File: config.mk
export PLATFORM = sky130hd
export DESIGN_NAME = synth_shadow_cal_control
export DESIGN_NICKNAME = d
export VERILOG_FILES = /design/src/inc/synth_cfg_pkg.sv /design/src/hdl/synth_shadow_cal_control.sv
export VERILOG_INCLUDE_DIRS = /design/src /design/src/inc
export SDC_FILE = /design/constraint.sdc
export NUM_CORES = 1
export LEC_CHECK = 0
export ABC_CLOCK_PERIOD_IN_PS = 27100
export BUFFER_PORTS_ARGS = -buffer_cell sky130_fd_sc_hd__buf_2
export CORE_UTILIZATION = 55
export CTS_CLUSTER_DIAMETER = 40
export DETAILED_ROUTE_END_ITERATION = 8
export PLACE_DENSITY = 0.83
export SLEW_MARGIN = 10
export SYNTH_ARGS = -nofsm -noshare
export SYNTH_HDL_FRONTEND = slang
export SYNTH_SLANG_ARGS = --single-unit
File: constraint.sdc
create_clock -name core_clk_i -period 27.1 [get_ports core_clk_i]
set_input_delay 5.42 -clock core_clk_i [delete_from_list [all_inputs] [get_ports core_clk_i]]
set_output_delay 5.42 -clock core_clk_i [all_outputs]
set_load 0.005 [all_outputs]
File: src/inc/synth_cfg_params.svh
// Constants for the synthesizer shadow, mute, mode and fast-calibration control block
// What this block and its host do
// With shadowing on, buffered writes are held, then all applied on control word zero.
// Shadowed set: feedback_int, numerator, denominator, scalers, dividers, order, delay.
// Output mute follows silence_pin, active level chosen by mute_polarity.
// Muted output keeps lock and still accepts writes and retunes.
// External oscillator mode disables RF output buffers; SYSREF stays usable.
// Host sets ext_osc_halver for external oscillator above 11.3 GHz, else zero.
// Host sets detector_delay_override and loads detector_delay for external oscillator.
// Host picks detector_delay by feedback band and modulator order from the table.
// Host sets single_detector_sel to 3 for auxiliary detector feedback.
// Auxiliary feedback divider accepts divide values down to one.
// RF-input feedback works without single-detector operation.
// Host loads fastcal_timeout from delay, reference MHz and calibration clock divider.
// Rising fastcal_enable clears stored settings and arms generation on next trigger.
// Host sets fastcal_doubler_flag when the output doubler is used.
// Host setup: 5.65 GHz, fraction, trigger write, plain write, wait for lock.
// Host retune: load fraction and divider words, write control word zero.
// Initialized fast calibration completes in 2.5 us reusing stored settings.
// Host writes registers in descending order, control word zero last.
// Unbuffered registers, and all when shadowing is off, apply immediately.
`ifndef SYNTH_CFG_PARAMS_SVH
`define SYNTH_CFG_PARAMS_SVH
`define CLK_PERIOD_NS 10
`define FASTCAL_TIME_NS 2500
`define FASTCAL_CYCLES ((`FASTCAL_TIME_NS + `CLK_PERIOD_NS - 1) / `CLK_PERIOD_NS)
`define FULLCAL_CYCLES_DEF 4096
`define SINGLE_DET_ON 2'h3
`define SHADOW_COUNT 8
`endif

File: src/inc/synth_cfg_pkg.sv
// Types for the synthesizer configuration control block
package synth_cfg_pkg;
  typedef enum logic [1:0] {CAL_IDLE, CAL_FULL, CAL_FAST} cal_state_e;
  typedef enum logic [1:0] {FB_INTERNAL, FB_AUX_DETECTOR, FB_RF_INPUT} fb_mode_e;
endpackage
File: src/hdl/synth_shadow_cal_control.sv
// Shadow buffering, mute, mode and fast-calibration control for the synthesizer
`timescale 1ns/1ps
`include "synth_cfg_params.svh"
module synth_shadow_cal_control #(
  parameter int FULLCAL_CYCLES = `FULLCAL_CYCLES_DEF
) (
  input wire logic core_clk_i,
  input wire logic rst_i,
  input wire logic wr_en_i,
  input wire logic [2:0] wr_sel_i,
  input wire logic [31:0] wr_data_i,
  input wire logic cw0_wr_i,
  input wire logic cal_trigger_i,
  input wire logic shadow_enable_i,
  input wire logic mute_polarity_i,
  input wire logic silence_pin_i,
  input wire logic ext_osc_mode_i,
  input wire logic [1:0] fb_mode_i,
  input wire logic [1:0] single_detector_sel_i,
  input wire logic fastcal_enable_i,
  output logic [31:0] active_word0_o,
  output logic [31:0] active_word1_o,
  output logic [31:0] active_word2_o,
  output logic [31:0] active_word3_o,
  output logic [31:0] active_word4_o,
  output logic [31:0] active_word5_o,
  output logic [31:0] active_word6_o,
  output logic [31:0] active_word7_o,
  output logic rf_out_enable_o,
  output logic sysref_avail_o,
  output logic aux_div_one_ok_o,
  output logic fb_path_ok_o,
  output logic fastcal_valid_o,
  output logic cal_busy_o,
  output logic cal_done_o
);
  // ----------------------------------------------------------------
  // Shadow and active words
  // ----------------------------------------------------------------
  // Index 0..7: feedback_int, frac_numerator, frac_denominator, ref_scaler,
  // ref_divider, ref_prediv, modulator_order, detector_delay
  logic [31:0] held [`SHADOW_COUNT];
  logic [31:0] active [`SHADOW_COUNT];
  logic fast_armed;
  logic fast_stored;
  logic fast_en_d;
  logic [15:0] cal_cnt;
  logic [15:0] busy_run;
  synth_cfg_pkg::cal_state_e cal_state;

  // Held copy always tracks writes so a later commit sees the newest value
  always_ff @(posedge core_clk_i or posedge rst_i)
  begin
    if (rst_i)
    begin
      for (int i = 0; i < `SHADOW_COUNT; i++)
        held[i] <= 32'h0000_0000;
    end
    else if (wr_en_i)
      held[wr_sel_i] <= wr_data_i;
  end

  // Active copy: direct when unshadowed, bulk commit on control word zero
  always_ff @(posedge core_clk_i or posedge rst_i)
  begin
    if (rst_i)
    begin
      for (int i = 0; i < `SHADOW_COUNT; i++)
        active[i] <= 32'h0000_0000;
    end
    else
    begin
      // immediate apply path
      if (wr_en_i && !shadow_enable_i)
        active[wr_sel_i] <= wr_data_i;
      // commit all held words
      // covers the whole buffered set
      if (cw0_wr_i && shadow_enable_i)
      begin
        for (int i = 0; i < `SHADOW_COUNT; i++)
          active[i] <= held[i];
        if (wr_en_i)
          active[wr_sel_i] <= wr_data_i;
      end
    end
  end

  assign active_word0_o = active[0];
  assign active_word1_o = active[1];
  assign active_word2_o = active[2];
  assign active_word3_o = active[3];
  assign active_word4_o = active[4];
  assign active_word5_o = active[5];
  assign active_word6_o = active[6];
  assign active_word7_o = active[7];

  // ----------------------------------------------------------------
  // Mute and mode decode
  // ----------------------------------------------------------------
  // polarity-selected mute; R4: writes keep flowing regardless
  // external oscillator removes RF buffers only
  always_ff @(posedge core_clk_i or posedge rst_i)
  begin
    if (rst_i)
    begin
      rf_out_enable_o <= 1'b0;
      sysref_avail_o <= 1'b0;
    end
    else
    begin
      rf_out_enable_o <= !ext_osc_mode_i && (silence_pin_i == mute_polarity_i ? 1'b0 : 1'b1);
      sysref_avail_o <= 1'b1;
    end
  end

  // divide-by-one allowed on auxiliary path
  // RF-input path needs no single-detector select
  always_ff @(posedge core_clk_i or posedge rst_i)
  begin
    if (rst_i)
    begin
      aux_div_one_ok_o <= 1'b0;
      fb_path_ok_o <= 1'b1;
    end
    else
    begin
      aux_div_one_ok_o <= (fb_mode_i == 2'(synth_cfg_pkg::FB_AUX_DETECTOR));
      if (fb_mode_i == 2'(synth_cfg_pkg::FB_AUX_DETECTOR))
        fb_path_ok_o <= (single_detector_sel_i == `SINGLE_DET_ON);
      else
        fb_path_ok_o <= 1'b1;
    end
  end

  // ----------------------------------------------------------------
  // Fast calibration
  // ----------------------------------------------------------------
  // rising enable clears stored settings and arms generation
  always_ff @(posedge core_clk_i or posedge rst_i)
  begin
    if (rst_i)
    begin
      fast_en_d <= 1'b0;
      fast_armed <= 1'b0;
      fast_stored <= 1'b0;
    end
    else
    begin
      fast_en_d <= fastcal_enable_i;
      if (fastcal_enable_i && !fast_en_d)
      begin
        fast_armed <= 1'b1;
        fast_stored <= 1'b0;
      end
      else if (cal_state == synth_cfg_pkg::CAL_FULL && cal_cnt == 16'h0001 && fast_armed)
      begin
        fast_armed <= 1'b0;
        fast_stored <= 1'b1;
      end
      else if (!fastcal_enable_i)
        fast_armed <= 1'b0;
    end
  end
  assign fastcal_valid_o = fast_stored && fastcal_enable_i;

  // fast path reuses stored settings in fixed time
  always_ff @(posedge core_clk_i or posedge rst_i)
  begin
    if (rst_i)
    begin
      cal_state <= synth_cfg_pkg::CAL_IDLE;
      cal_cnt <= 16'h0000;
      cal_done_o <= 1'b0;
    end
    else
    begin
      cal_done_o <= 1'b0;
      case (cal_state)
        synth_cfg_pkg::CAL_IDLE:
        begin
          if (cw0_wr_i && fastcal_valid_o)
          begin
            cal_state <= synth_cfg_pkg::CAL_FAST;
            cal_cnt <= 16'(`FASTCAL_CYCLES);
          end
          else if (cw0_wr_i && cal_trigger_i)
          begin
            cal_state <= synth_cfg_pkg::CAL_FULL;
            cal_cnt <= 16'(FULLCAL_CYCLES);
          end
        end
        synth_cfg_pkg::CAL_FULL, synth_cfg_pkg::CAL_FAST:
        begin
          cal_cnt <= cal_cnt - 16'h0001;
          if (cal_cnt == 16'h0001)
          begin
            cal_state <= synth_cfg_pkg::CAL_IDLE;
            cal_done_o <= 1'b1;
          end
        end
        default:
          cal_state <= synth_cfg_pkg::CAL_IDLE;
      endcase
    end
  end
  assign cal_busy_o = (cal_state != synth_cfg_pkg::CAL_IDLE);

  // Length of the current busy run; lets the timing check avoid a long repetition
  always_ff @(posedge core_clk_i or posedge rst_i)
  begin
    if (rst_i)
      busy_run <= 16'h0000;
    else if (cal_busy_o)
      busy_run <= busy_run + 16'h0001;
    else
      busy_run <= 16'h0000;
  end
endmodule

==> results of run 1 <==
[placed cells by master, fill, tap and decap left out, types with 7 or more instances in the layout]
cell type,Yosys,routed
sky130_fd_sc_hd__dfrtp_1,537,537
sky130_fd_sc_hd__a211oi_1,398,398
sky130_fd_sc_hd__buf_2,46,310
sky130_fd_sc_hd__a21oi_1,235,235
sky130_fd_sc_hd__nor2_1,230,229
sky130_fd_sc_hd__inv_1,228,227
sky130_fd_sc_hd__and2_1,165,164
sky130_fd_sc_hd__nand2_1,132,131
sky130_fd_sc_hd__clkbuf_16,0,73
sky130_fd_sc_hd__and3_1,58,58
sky130_fd_sc_hd__o22ai_1,48,48
sky130_fd_sc_hd__a211oi_2,36,36
sky130_fd_sc_hd__a21oi_2,30,30
sky130_fd_sc_hd__o22ai_2,28,28
sky130_fd_sc_hd__buf_4,16,17
sky130_fd_sc_hd__bufinv_16,0,11
sky130_fd_sc_hd__clkbuf_1,107,9
sky130_fd_sc_hd__diode_2,0,8
sky130_fd_sc_hd__clkinv_2,0,8
sky130_fd_sc_hd__nor4_1,7,7
sky130_fd_sc_hd__xnor2_1,7,7
sky130_fd_sc_hd__clkinv_4,0,7
[power breakdown]
part           switching, mW  total, mW  internal, mW
combinational          0.254      0.419         0.164
sequential            0.0904       1.04         0.948
clock                  0.356      0.965         0.609
[stage by stage]
step / cell area [µm²] / total power [mW] / instances / setup WS (ps)
after floorplan: 24200 / 1.29 / 2400 / 6640
after detailed placement: 25800 / 1.46 / 3131 / 15840
final: 28200 / 2.42 / 3261 / 15840
after CTS: 28200 / 2.43 / 3253 / 15840
after global placement: 25800 / 1.43 / 3131 / 15840
after global routing: 28200 / 2.52 / 3256 / 15820
[state kept, by name, indices dropped and copies added, names as in the netlist]
| signal | cells |
|---|---|
| active_word2_o | 32 |
| active_word6_o | 32 |
| active_word5_o | 32 |
| fast_en_d | 1 |
| fast_armed | 1 |
| fast_stored | 1 |
| sysref_avail_o | 1 |
| fb_path_ok_o | 1 |
| held | 256 |
| rf_out_enable_o | 1 |
| active_word3_o | 32 |
| cal_done_o | 1 |
| cal_state | 2 |
| active_word1_o | 32 |
| active_word7_o | 32 |
| aux_div_one_ok_o | 1 |
| active_word0_o | 32 |
| active_word4_o | 32 |
| cal_cnt | 16 |
[layout make-up]
type,instances,area [µm²]
clock buffer,86,1920
fill,3344,14900
sequential,538,13500
clock inverter,36,512
timing repair buffer,329,1710
multi-input combinational,1451,9020
inverter,228,863
antenna,8,20.0
tap,585,732
[path summary, 6_finish.rpt]
kind,startpoint,end,slack (ps),depth (start not counted)
setup / recovery,fastcal_enable_i,fastcal_valid_o,15840,3
hold / removal,held[126]$_DFF_PP0_,held[126]$_DFF_PP0_,460,2
setup reg to reg,cal_state[0]$_DFFE_PP0P_,cal_cnt[10]$_DFFE_PP0P_,24730,7
hold reg to reg,held[126]$_DFF_PP0_,held[126]$_DFF_PP0_,460,2
max in group asynchronous,rst_i,active_word5_o[16]$_DFFE_PP0P_,18750,5
min in group asynchronous,rst_i,active_word3_o[14]$_DFFE_PP0P_,4950,2
[logic make-up after synthesis]
logic type / Yosys count / share of synthesized area [%]
compound gates: 804 / 23.8
xor+xnor: 7 / 0.254
fa+ha+maj: 4 / 0.207
buf+inv: 411 / 7.15
flops: 538 / 55.7
mux: 1 / 0.0414
other cells: 1 / 0.0155
simple gates: 634 / 12.8
[per-layer routing]
metal	wire (µm)	global-route usage (%)	vias up
li1	-	-	8810
met1	29400	44.6	10250
met2	32400	48.2	1032
met3	7750	9.00	209
met4	3930	18.3	6
met5	43	0	-
[critical path: cells and delay by family]
kind	cells	cell delay (ps)
buffers and inverters	2	250
and+or+nand+nor	1	170
==> PnR_summary.wiki, run 1 <==
{| class="wikitable"
! Metric !! Value
|-
| Areal power density over the cells || 85.8 nW/µm²
|-
| DR iter-0 viols || 2,506
|-
| Startpoint Class || input pin
|-
| Summed negative setup slack over all endpoints || 0 ps
|-
| Synth cell count leaders || 537 x sky130_fd_sc_hd__dfrtp_1, 398 x sky130_fd_sc_hd__a211oi_1, 235 x sky130_fd_sc_hd__a21oi_1, 230 x sky130_fd_sc_hd__nor2_1, 228 x sky130_fd_sc_hd__inv_1
|-
| Avg Inst Size Synth || 10.1 µm²
|-
| Fraction of final layout cells sized beyond drive strength 1 || 21.0%
|-
| Worst path arrival time || 5840 ps
|-
| First-pass GRT wire length || 113,000 µm
|-
| Ordered cell list for the critical path || buf_2, and2_1, buf_2
|-
| Worst VDD drop || 0.0000555 V
|-
| Count of unresolved DRC violations after routing || 0
|-
| Routed vias || 20,307
|-
| Final cycle utilization of the critical path || 41.6%
|-
| Total half-perimeter wirelength after legalization and detailed placement || 43,400 µm
|-
| Endpoint kind of the worst setup timing path || primary output
|-
| Most repeated cell in the gate-level netlist after synthesis || sky130_fd_sc_hd__dfrtp_1
|-
| Critical path required time || 21,680 ps
|-
| # H-tree levels || 3
|-
| Final setup viols || 0
|-
| Net count of the mapped netlist || 2,453
|-
| Vert. Die Dim || 212 µm
|-
| Layout Area Growth over Synthesis || 16.8%
|-
| Minimum clock period || 11,260 ps
|-
| Global route total overflow || 0
|-
| Floorplan die area || 44,800 µm²
|-
| Stage delay of the slowest cell on the critical path || 170 ps
|-
| CP max FO || 6
|-
| Top-Level Pins || 312
|-
| Clock root buffer || sky130_fd_sc_hd__clkbuf_16
|-
| Mean routed wirelength per cell || 22.6 µm
|-
| Clock network latency to the later pin of the worst-skew pair || 570 ps
|-
| Post-Synthesis Cells || 2,400
|-
| Sequential cell area fraction in the yosys report || 55.7%
|-
| # clock sinks || 538
|-
| Avg Vias per Cell || 6.23
|-
| Buffer count from post-CTS setup fixing || 0
|-
| Max Slew Vio Count || 0
|-
| Worst slack on hold paths || 465 ps
|-
| Post-route core utilization || 65.4%
|-
| #FFs+latches synth || 538
|-
| Final number of hold-violating endpoints || 0
|-
| Maximum number of pins on one net before global-route repair || 189
|-
| Count of synthesis-stage warnings from yosys || 0
|-
| Type of the worst min-delay path || reg2reg
|-
| Buffers from clock root to sink, at most || 3
|-
| RSZ-0062 raised after global routing || no
|-
| Post-CTS sizing || 0
|-
| Actual slew at the worst max-slew pin || 1240 ps
|-
| TritonRoute pass-1 iters || 5
|-
| Vias in the first global route || 20,096
|-
| Crit Path Class || in2out
|-
| Number of antenna violations at the first check in global routing || 15
|-
| Core area || 43,200 µm²
|-
| Max cap viols || 0
|-
| Clock-pin slew on the worst setup and hold paths || 50 ps
|-
| Number of enable flip-flop cells after synthesis || 0
|-
| Total length of routed wires || 73,600 µm
|-
| CTS tree || yes
|-
| Highest clock frequency the design can meet || 88.8 MHz
|-
| Biggest area consumer among synthesized cells || sky130_fd_sc_hd__dfrtp_1
|-
| Cell mode on critical path || sky130_fd_sc_hd__buf_2
|-
| Worst rel slew slack || 17.1%
|-
| Number of nets in the layout || 2,669
|-
| Top flip-flop cell by instance count after synthesis || sky130_fd_sc_hd__dfrtp_1
|-
| Slowest cell on the critical path || sky130_fd_sc_hd__and2_1
|-
| Initial core utilization || 56.0%
|-
| Run status || complete, no violations
|-
| Number of antenna-violating nets in the routed design || 0
|-
| Worst clock skew || 13.2 ps
|-
| Final weighted congestion in routability-driven placement || 0.826
|-
| Synthesized cell area || 24,200 µm²
|-
| Chip Width || 212 µm
|-
| Number of hold buffers added after cts || 0
|-
| Fraction of synthesized cell area taken by the top area cell type || 55.6%
|-
| Async set-reset flop share out of synthesis || 100%
|-
| Global router's overall resource usage || 33.0%
|-
| Count of input and output buffers || 311
|-
| Num rows || 76
|-
| Number of clock buffers inserted by TritonCTS || 68
|-
| P_leak || 13.6 nW
|-
| Number of different library cells in the post-synthesis netlist || 60
|-
| Ranking of synthesized cells by area || sky130_fd_sc_hd__dfrtp_1 56%, sky130_fd_sc_hd__a211oi_1 12%, sky130_fd_sc_hd__a21oi_1 4.9%
|}
Power figures use the tool's default switching activity.
==> run 2: changes to the inputs <==
ABC_AREA = 1   (was not set)
ABC_CLOCK_PERIOD_IN_PS = 9300   (was 27100)
CORE_UTILIZATION = 52   (was 55)
clock period = 9.3 ns   (was 27.1 ns; I/O delays follow)
==> PnR_summary.wiki, run 2 <==
{| class="wikitable"
! Metric !! Value
|-
| Switching Fraction || 30.0% (+1.1 points)
|-
| Number of flip-flops under the largest register name || 256 (unchanged)
|-
| Critical path required time || 9750 ps (-11,930 ps)
|-
| Worst VDD drop || 0.000150 V (+170%)
|-
| Number of antenna-violating nets in the routed design || 0 (unchanged)
|-
| Startpoint Class || input pin
|-
| Slack of the worst reg-to-reg path || 6760 ps (-17,970 ps)
|-
| Stage delay of the slowest cell on the critical path || 640 ps (+470 ps)
|-
| Register bank with the most flops || held
|-
| Highest clock frequency the design can meet || 243 MHz
|-
| Cell family with most CP delay || buffers and inverters
|-
| Sequential cell area fraction in the yosys report || 61.3% (+5.6 points)
|-
| # clock sinks || 538 (unchanged)
|-
| Buffers from clock root to sink, at most || 3 (unchanged)
|-
| Post-Synthesis Cells || 2,524 (+5.2%)
|-
| First-pass GRT wire length || 107,000 µm (-5.5%)
|-
| Buffer count from post-CTS setup fixing || 0 (unchanged)
|-
| Maximum number of pins on one net before global-route repair || 176 (-6.9%)
|-
| Met2 track demand over resource || 46.8% (-1.4 points)
|-
| Count of unresolved DRC violations after routing || 0 (unchanged)
|-
| Net Switching || 2.06 mW (+190%)
|-
| Net count of the mapped netlist || 2,577 (+5.1%)
|-
| Layout filler cell count || 3,397 (+1.6%)
|-
| Routed vias || 19,248 (-5.2%)
|-
| Finished layout cell area || 26,000 µm² (-7.8%)
|-
| Floorplan die area || 43,100 µm² (-3.8%)
|-
| Type of the worst min-delay path || reg2reg
|-
| Endpoint kind of the worst setup timing path || flop
|-
| Worst clock skew || 26.7 ps (+13.4 ps)
|-
| Minimum clock period || 4110 ps
|-
| Beginning of the worst register-to-register path || cal_state[0]$_DFFE_PP0P_
|-
| Fraction of power consumed by sequential logic || 44.4% (+1.5 points)
|-
| Vert. Die Dim || 208 µm (-1.9%)
|-
| Number of different library cells in the post-synthesis netlist || 28 (-53%)
|-
| Slowest cell on the critical path || sky130_fd_sc_hd__buf_4
|-
| Clock network latency to the later pin of the worst-skew pair || 580 ps (about the same)
|-
| Number of enable flip-flop cells after synthesis || 0 (unchanged)
|-
| Count of synthesis-stage warnings from yosys || 0 (unchanged)
|-
| Internal portion of total power || 4.82 mW (+180%)
|-
| Final setup viols || 0 (unchanged)
|-
| Most common cell after layout, fill and taps aside || sky130_fd_sc_hd__nand2_1
|-
| Initial core utilization || 53.2% (-2.8 points)
|-
| Max cap viols || 0 (unchanged)
|-
| Fraction of synthesized cell area taken by the top area cell type || 61.2% (+5.6 points)
|-
| Run status || complete, no violations
|-
| Total power draw || 6.88 mW (+180%)
|-
| Antenna cells || 0 (-8)
|-
| Worst path bufs/invs || 4 (+2)
|-
| Worst rel slew slack || 21.2% (+4.1 points)
|-
| Number of clock buffers inserted by TritonCTS || 68 (unchanged)
|-
| Number of cell instances on the worst register-to-register path || 9 (+2)
|-
| Global Route met1 Usage || 45.1% (+0.52 points)
|-
| Synth cell count leaders || 1,011 x sky130_fd_sc_hd__nand2_1, 537 x sky130_fd_sc_hd__dfrtp_1, 346 x sky130_fd_sc_hd__nand3_1, 252 x sky130_fd_sc_hd__o21ai_0, 107 x sky130_fd_sc_hd__clkbuf_1
|-
| Placed cell area || 23,800 µm² (-7.7%)
|-
| RSZ-0062 raised after global routing || no
|-
| Final weighted congestion in routability-driven placement || 0.896 (+8.5%)
|-
| Leading cell types in the layout, fill and taps excluded || 1,011 x sky130_fd_sc_hd__nand2_1, 537 x sky130_fd_sc_hd__dfrtp_1, 340 x sky130_fd_sc_hd__nand3_1
|-
| DR iter-0 viols || 2,185 (-13%)
|-
| Biggest area consumer among synthesized cells || sky130_fd_sc_hd__dfrtp_1
|-
| Final number of hold-violating endpoints || 0 (unchanged)
|-
| Mean routed wirelength per cell || 20.3 µm (-10%)
|-
| Combinational fraction of design power || 17.8% (+0.5 points)
|-
| Top-Level Pins || 312 (unchanged)
|-
| Max Slew Vio Count || 0 (unchanged)
|-
| Avg Inst Size Synth || 8.70 µm² (-14%)
|-
| Avg Vias per Cell || 5.77 (-7.4%)
|-
| Total stage count of the critical path || 8 (+5)
|-
| Number of nets in the layout || 2,810 (+5.3%)
|-
| Total half-perimeter wirelength after legalization and detailed placement || 45,100 µm (+4.0%)
|-
| TritonRoute pass-1 iters || 7 (+2)
|-
| Synthesized cell area || 22,000 µm² (-9.1%)
|-
| Worst Setup SP || shadow_enable_i
|-
| Hold-critical path depth || 2 (unchanged)
|-
| Global routing's busiest layer || met2
|-
| Worst r2r dst || cal_cnt[8]$_DFFE_PP0P_
|-
| Fraction of final layout cells sized beyond drive strength 1 || 17.1% (-4.0 points)
|-
| #FFs+latches synth || 538 (unchanged)
|-
| Summed negative setup slack over all endpoints || 0 ps (unchanged)
|-
| Number of antenna violations at the first check in global routing || 0 (-15)
|-
| Vias in the first global route || 18,857 (-6.2%)
|-
| Ranking of synthesized cells by area || sky130_fd_sc_hd__dfrtp_1 61%, sky130_fd_sc_hd__nand2_1 17%, sky130_fd_sc_hd__nand3_1 7.9%
|-
| Layout Area Growth over Synthesis || 18.6%
|-
| Num rows || 74 (-2.6%)
|-
| Global route total overflow || 0 (unchanged)
|-
| Clock root buffer || sky130_fd_sc_hd__clkbuf_16
|-
| Clock group share of total power || 37.8% (-2.0 points)
|-
| P_leak || 13.4 nW (-1.4%)
|-
| Global-route track usage on met3 || 8.91% (-0.094 points)
|-
| Worst slack on hold paths || 477 ps (+11.9 ps)
|-
| Worst path arrival time || 4560 ps (-1280 ps)
|-
| Total length of routed wires || 67,800 µm (-7.8%)
|-
| Async set-reset flop share out of synthesis || 100% (unchanged)
|-
| Post-CTS sizing || 0 (unchanged)
|-
| Final cycle utilization of the critical path || 44.2%
|-
| Most repeated cell in the gate-level netlist after synthesis || sky130_fd_sc_hd__nand2_1
|-
| Top flip-flop cell by instance count after synthesis || sky130_fd_sc_hd__dfrtp_1
|-
| Actual slew at the worst max-slew pin || 1180 ps (-58.4 ps)
|-
| Global router's overall resource usage || 31.9% (-1.1 points)
|-
| Clock-pin slew on the worst setup and hold paths || 60 ps (about the same)
|-
| Count of input and output buffers || 311 (unchanged)
|-
| Areal power density over the cells || 264 nW/µm² (+210%)
|-
| Post-Layout Cell Count || 3,338 (+2.4%)
|-
| Number of hold buffers added after cts || 0 (unchanged)
|-
| CTS tree || yes
|-
| Core area || 41,300 µm² (-4.3%)
|-
| # H-tree levels || 3 (unchanged)
|-
| Crit Path Class || in2reg
|-
| Post-Place Cells || 3,219 (+2.8%)
|-
| CP max FO || 139 (+133)
|-
| Chip Width || 208 µm (-1.9%)
|-
| Ordered cell list for the critical path || buf_2, nand2_1, inv_8, buf_4, nor2_2, buf_4, nand2_1, nand3_1
|-
| Capturing instance or port of the critical path || active_word5_o[9]$_DFFE_PP0P_
|}
## run 2: per-stage QoR
step / util [%] / worst slack (ps)
2_1_floorplan: - / 125
3_3_place_gp: 57.6 / 4730
3_5_place_dp: 57.6 / 4730
4_1_cts: 63.1 / 5250
5_1_grt: 63.1 / 5090
6_report: 63.1 / 5190
## run 2: routing by layer
layer | vias up | part of all wire [%]
met5 | - | 0
met4 | 0 | 3.3
met3 | 137 | 12
met2 | 1068 | 44
met1 | 9442 | 40
li1 | 8601 | -
## run 2: power by group through the flow
stage / combinational (mW) / clock, mW / sequential (mW)
after detailed placement: 1.21 / 0 / 3.08
after global routing: 1.39 / 2.72 / 3.10
final: 1.23 / 2.60 / 3.06
after global placement: 1.16 / 0 / 3.07
after floorplan: 0.698 / 0 / 3.04
after CTS: 1.23 / 2.62 / 3.05
## run 2: worst min-delay path, stage by stage, from the launching register on
cell and delay, ps:
sky130_fd_sc_hd__dfrtp_1 320, sky130_fd_sc_hd__nand2_1 50, sky130_fd_sc_hd__nand2_1 70
## run 2: worst min-delay path by stage
stage | startpoint | endpoint | slack (ps)
floorplan | cal_state[1]$_DFFE_PP0P_ | cal_state[1]$_DFFE_PP0P_ | 440
finish | held[49]$_DFF_PP0_ | held[49]$_DFF_PP0_ | 480
global placement | cal_state[1]$_DFFE_PP0P_ | cal_state[1]$_DFFE_PP0P_ | 460
CTS | held[49]$_DFF_PP0_ | held[49]$_DFF_PP0_ | 480
global route | held[49]$_DFF_PP0_ | held[49]$_DFF_PP0_ | 490
detailed placement | held[49]$_DFF_PP0_ | held[49]$_DFF_PP0_ | 470
## run 2: logic make-up after synthesis
family | after synthesis | synth area share [%]
AOI/OAI and AO/OA | 302 | 7.31
buffers and inverters | 255 | 4.66
other | 1 | 0.0171
and+or+nand+nor | 1422 | 26.4
DFF | 538 | 61.3
xor gates and xnor gates | 2 | 0.0797
adders and majority gates | 4 | 0.228
## run 2: cell type report
cell class	instances	area (µm²)	share of cell area [%]
sequential	538	13500	51.7
clock inverter	28	284	1.09
multi-input combinational	1731	7560	29.0
timing repair buffer	342	1810	6.96
clock buffer	91	1960	7.53
inverter	76	297	1.14
tap	532	666	2.56
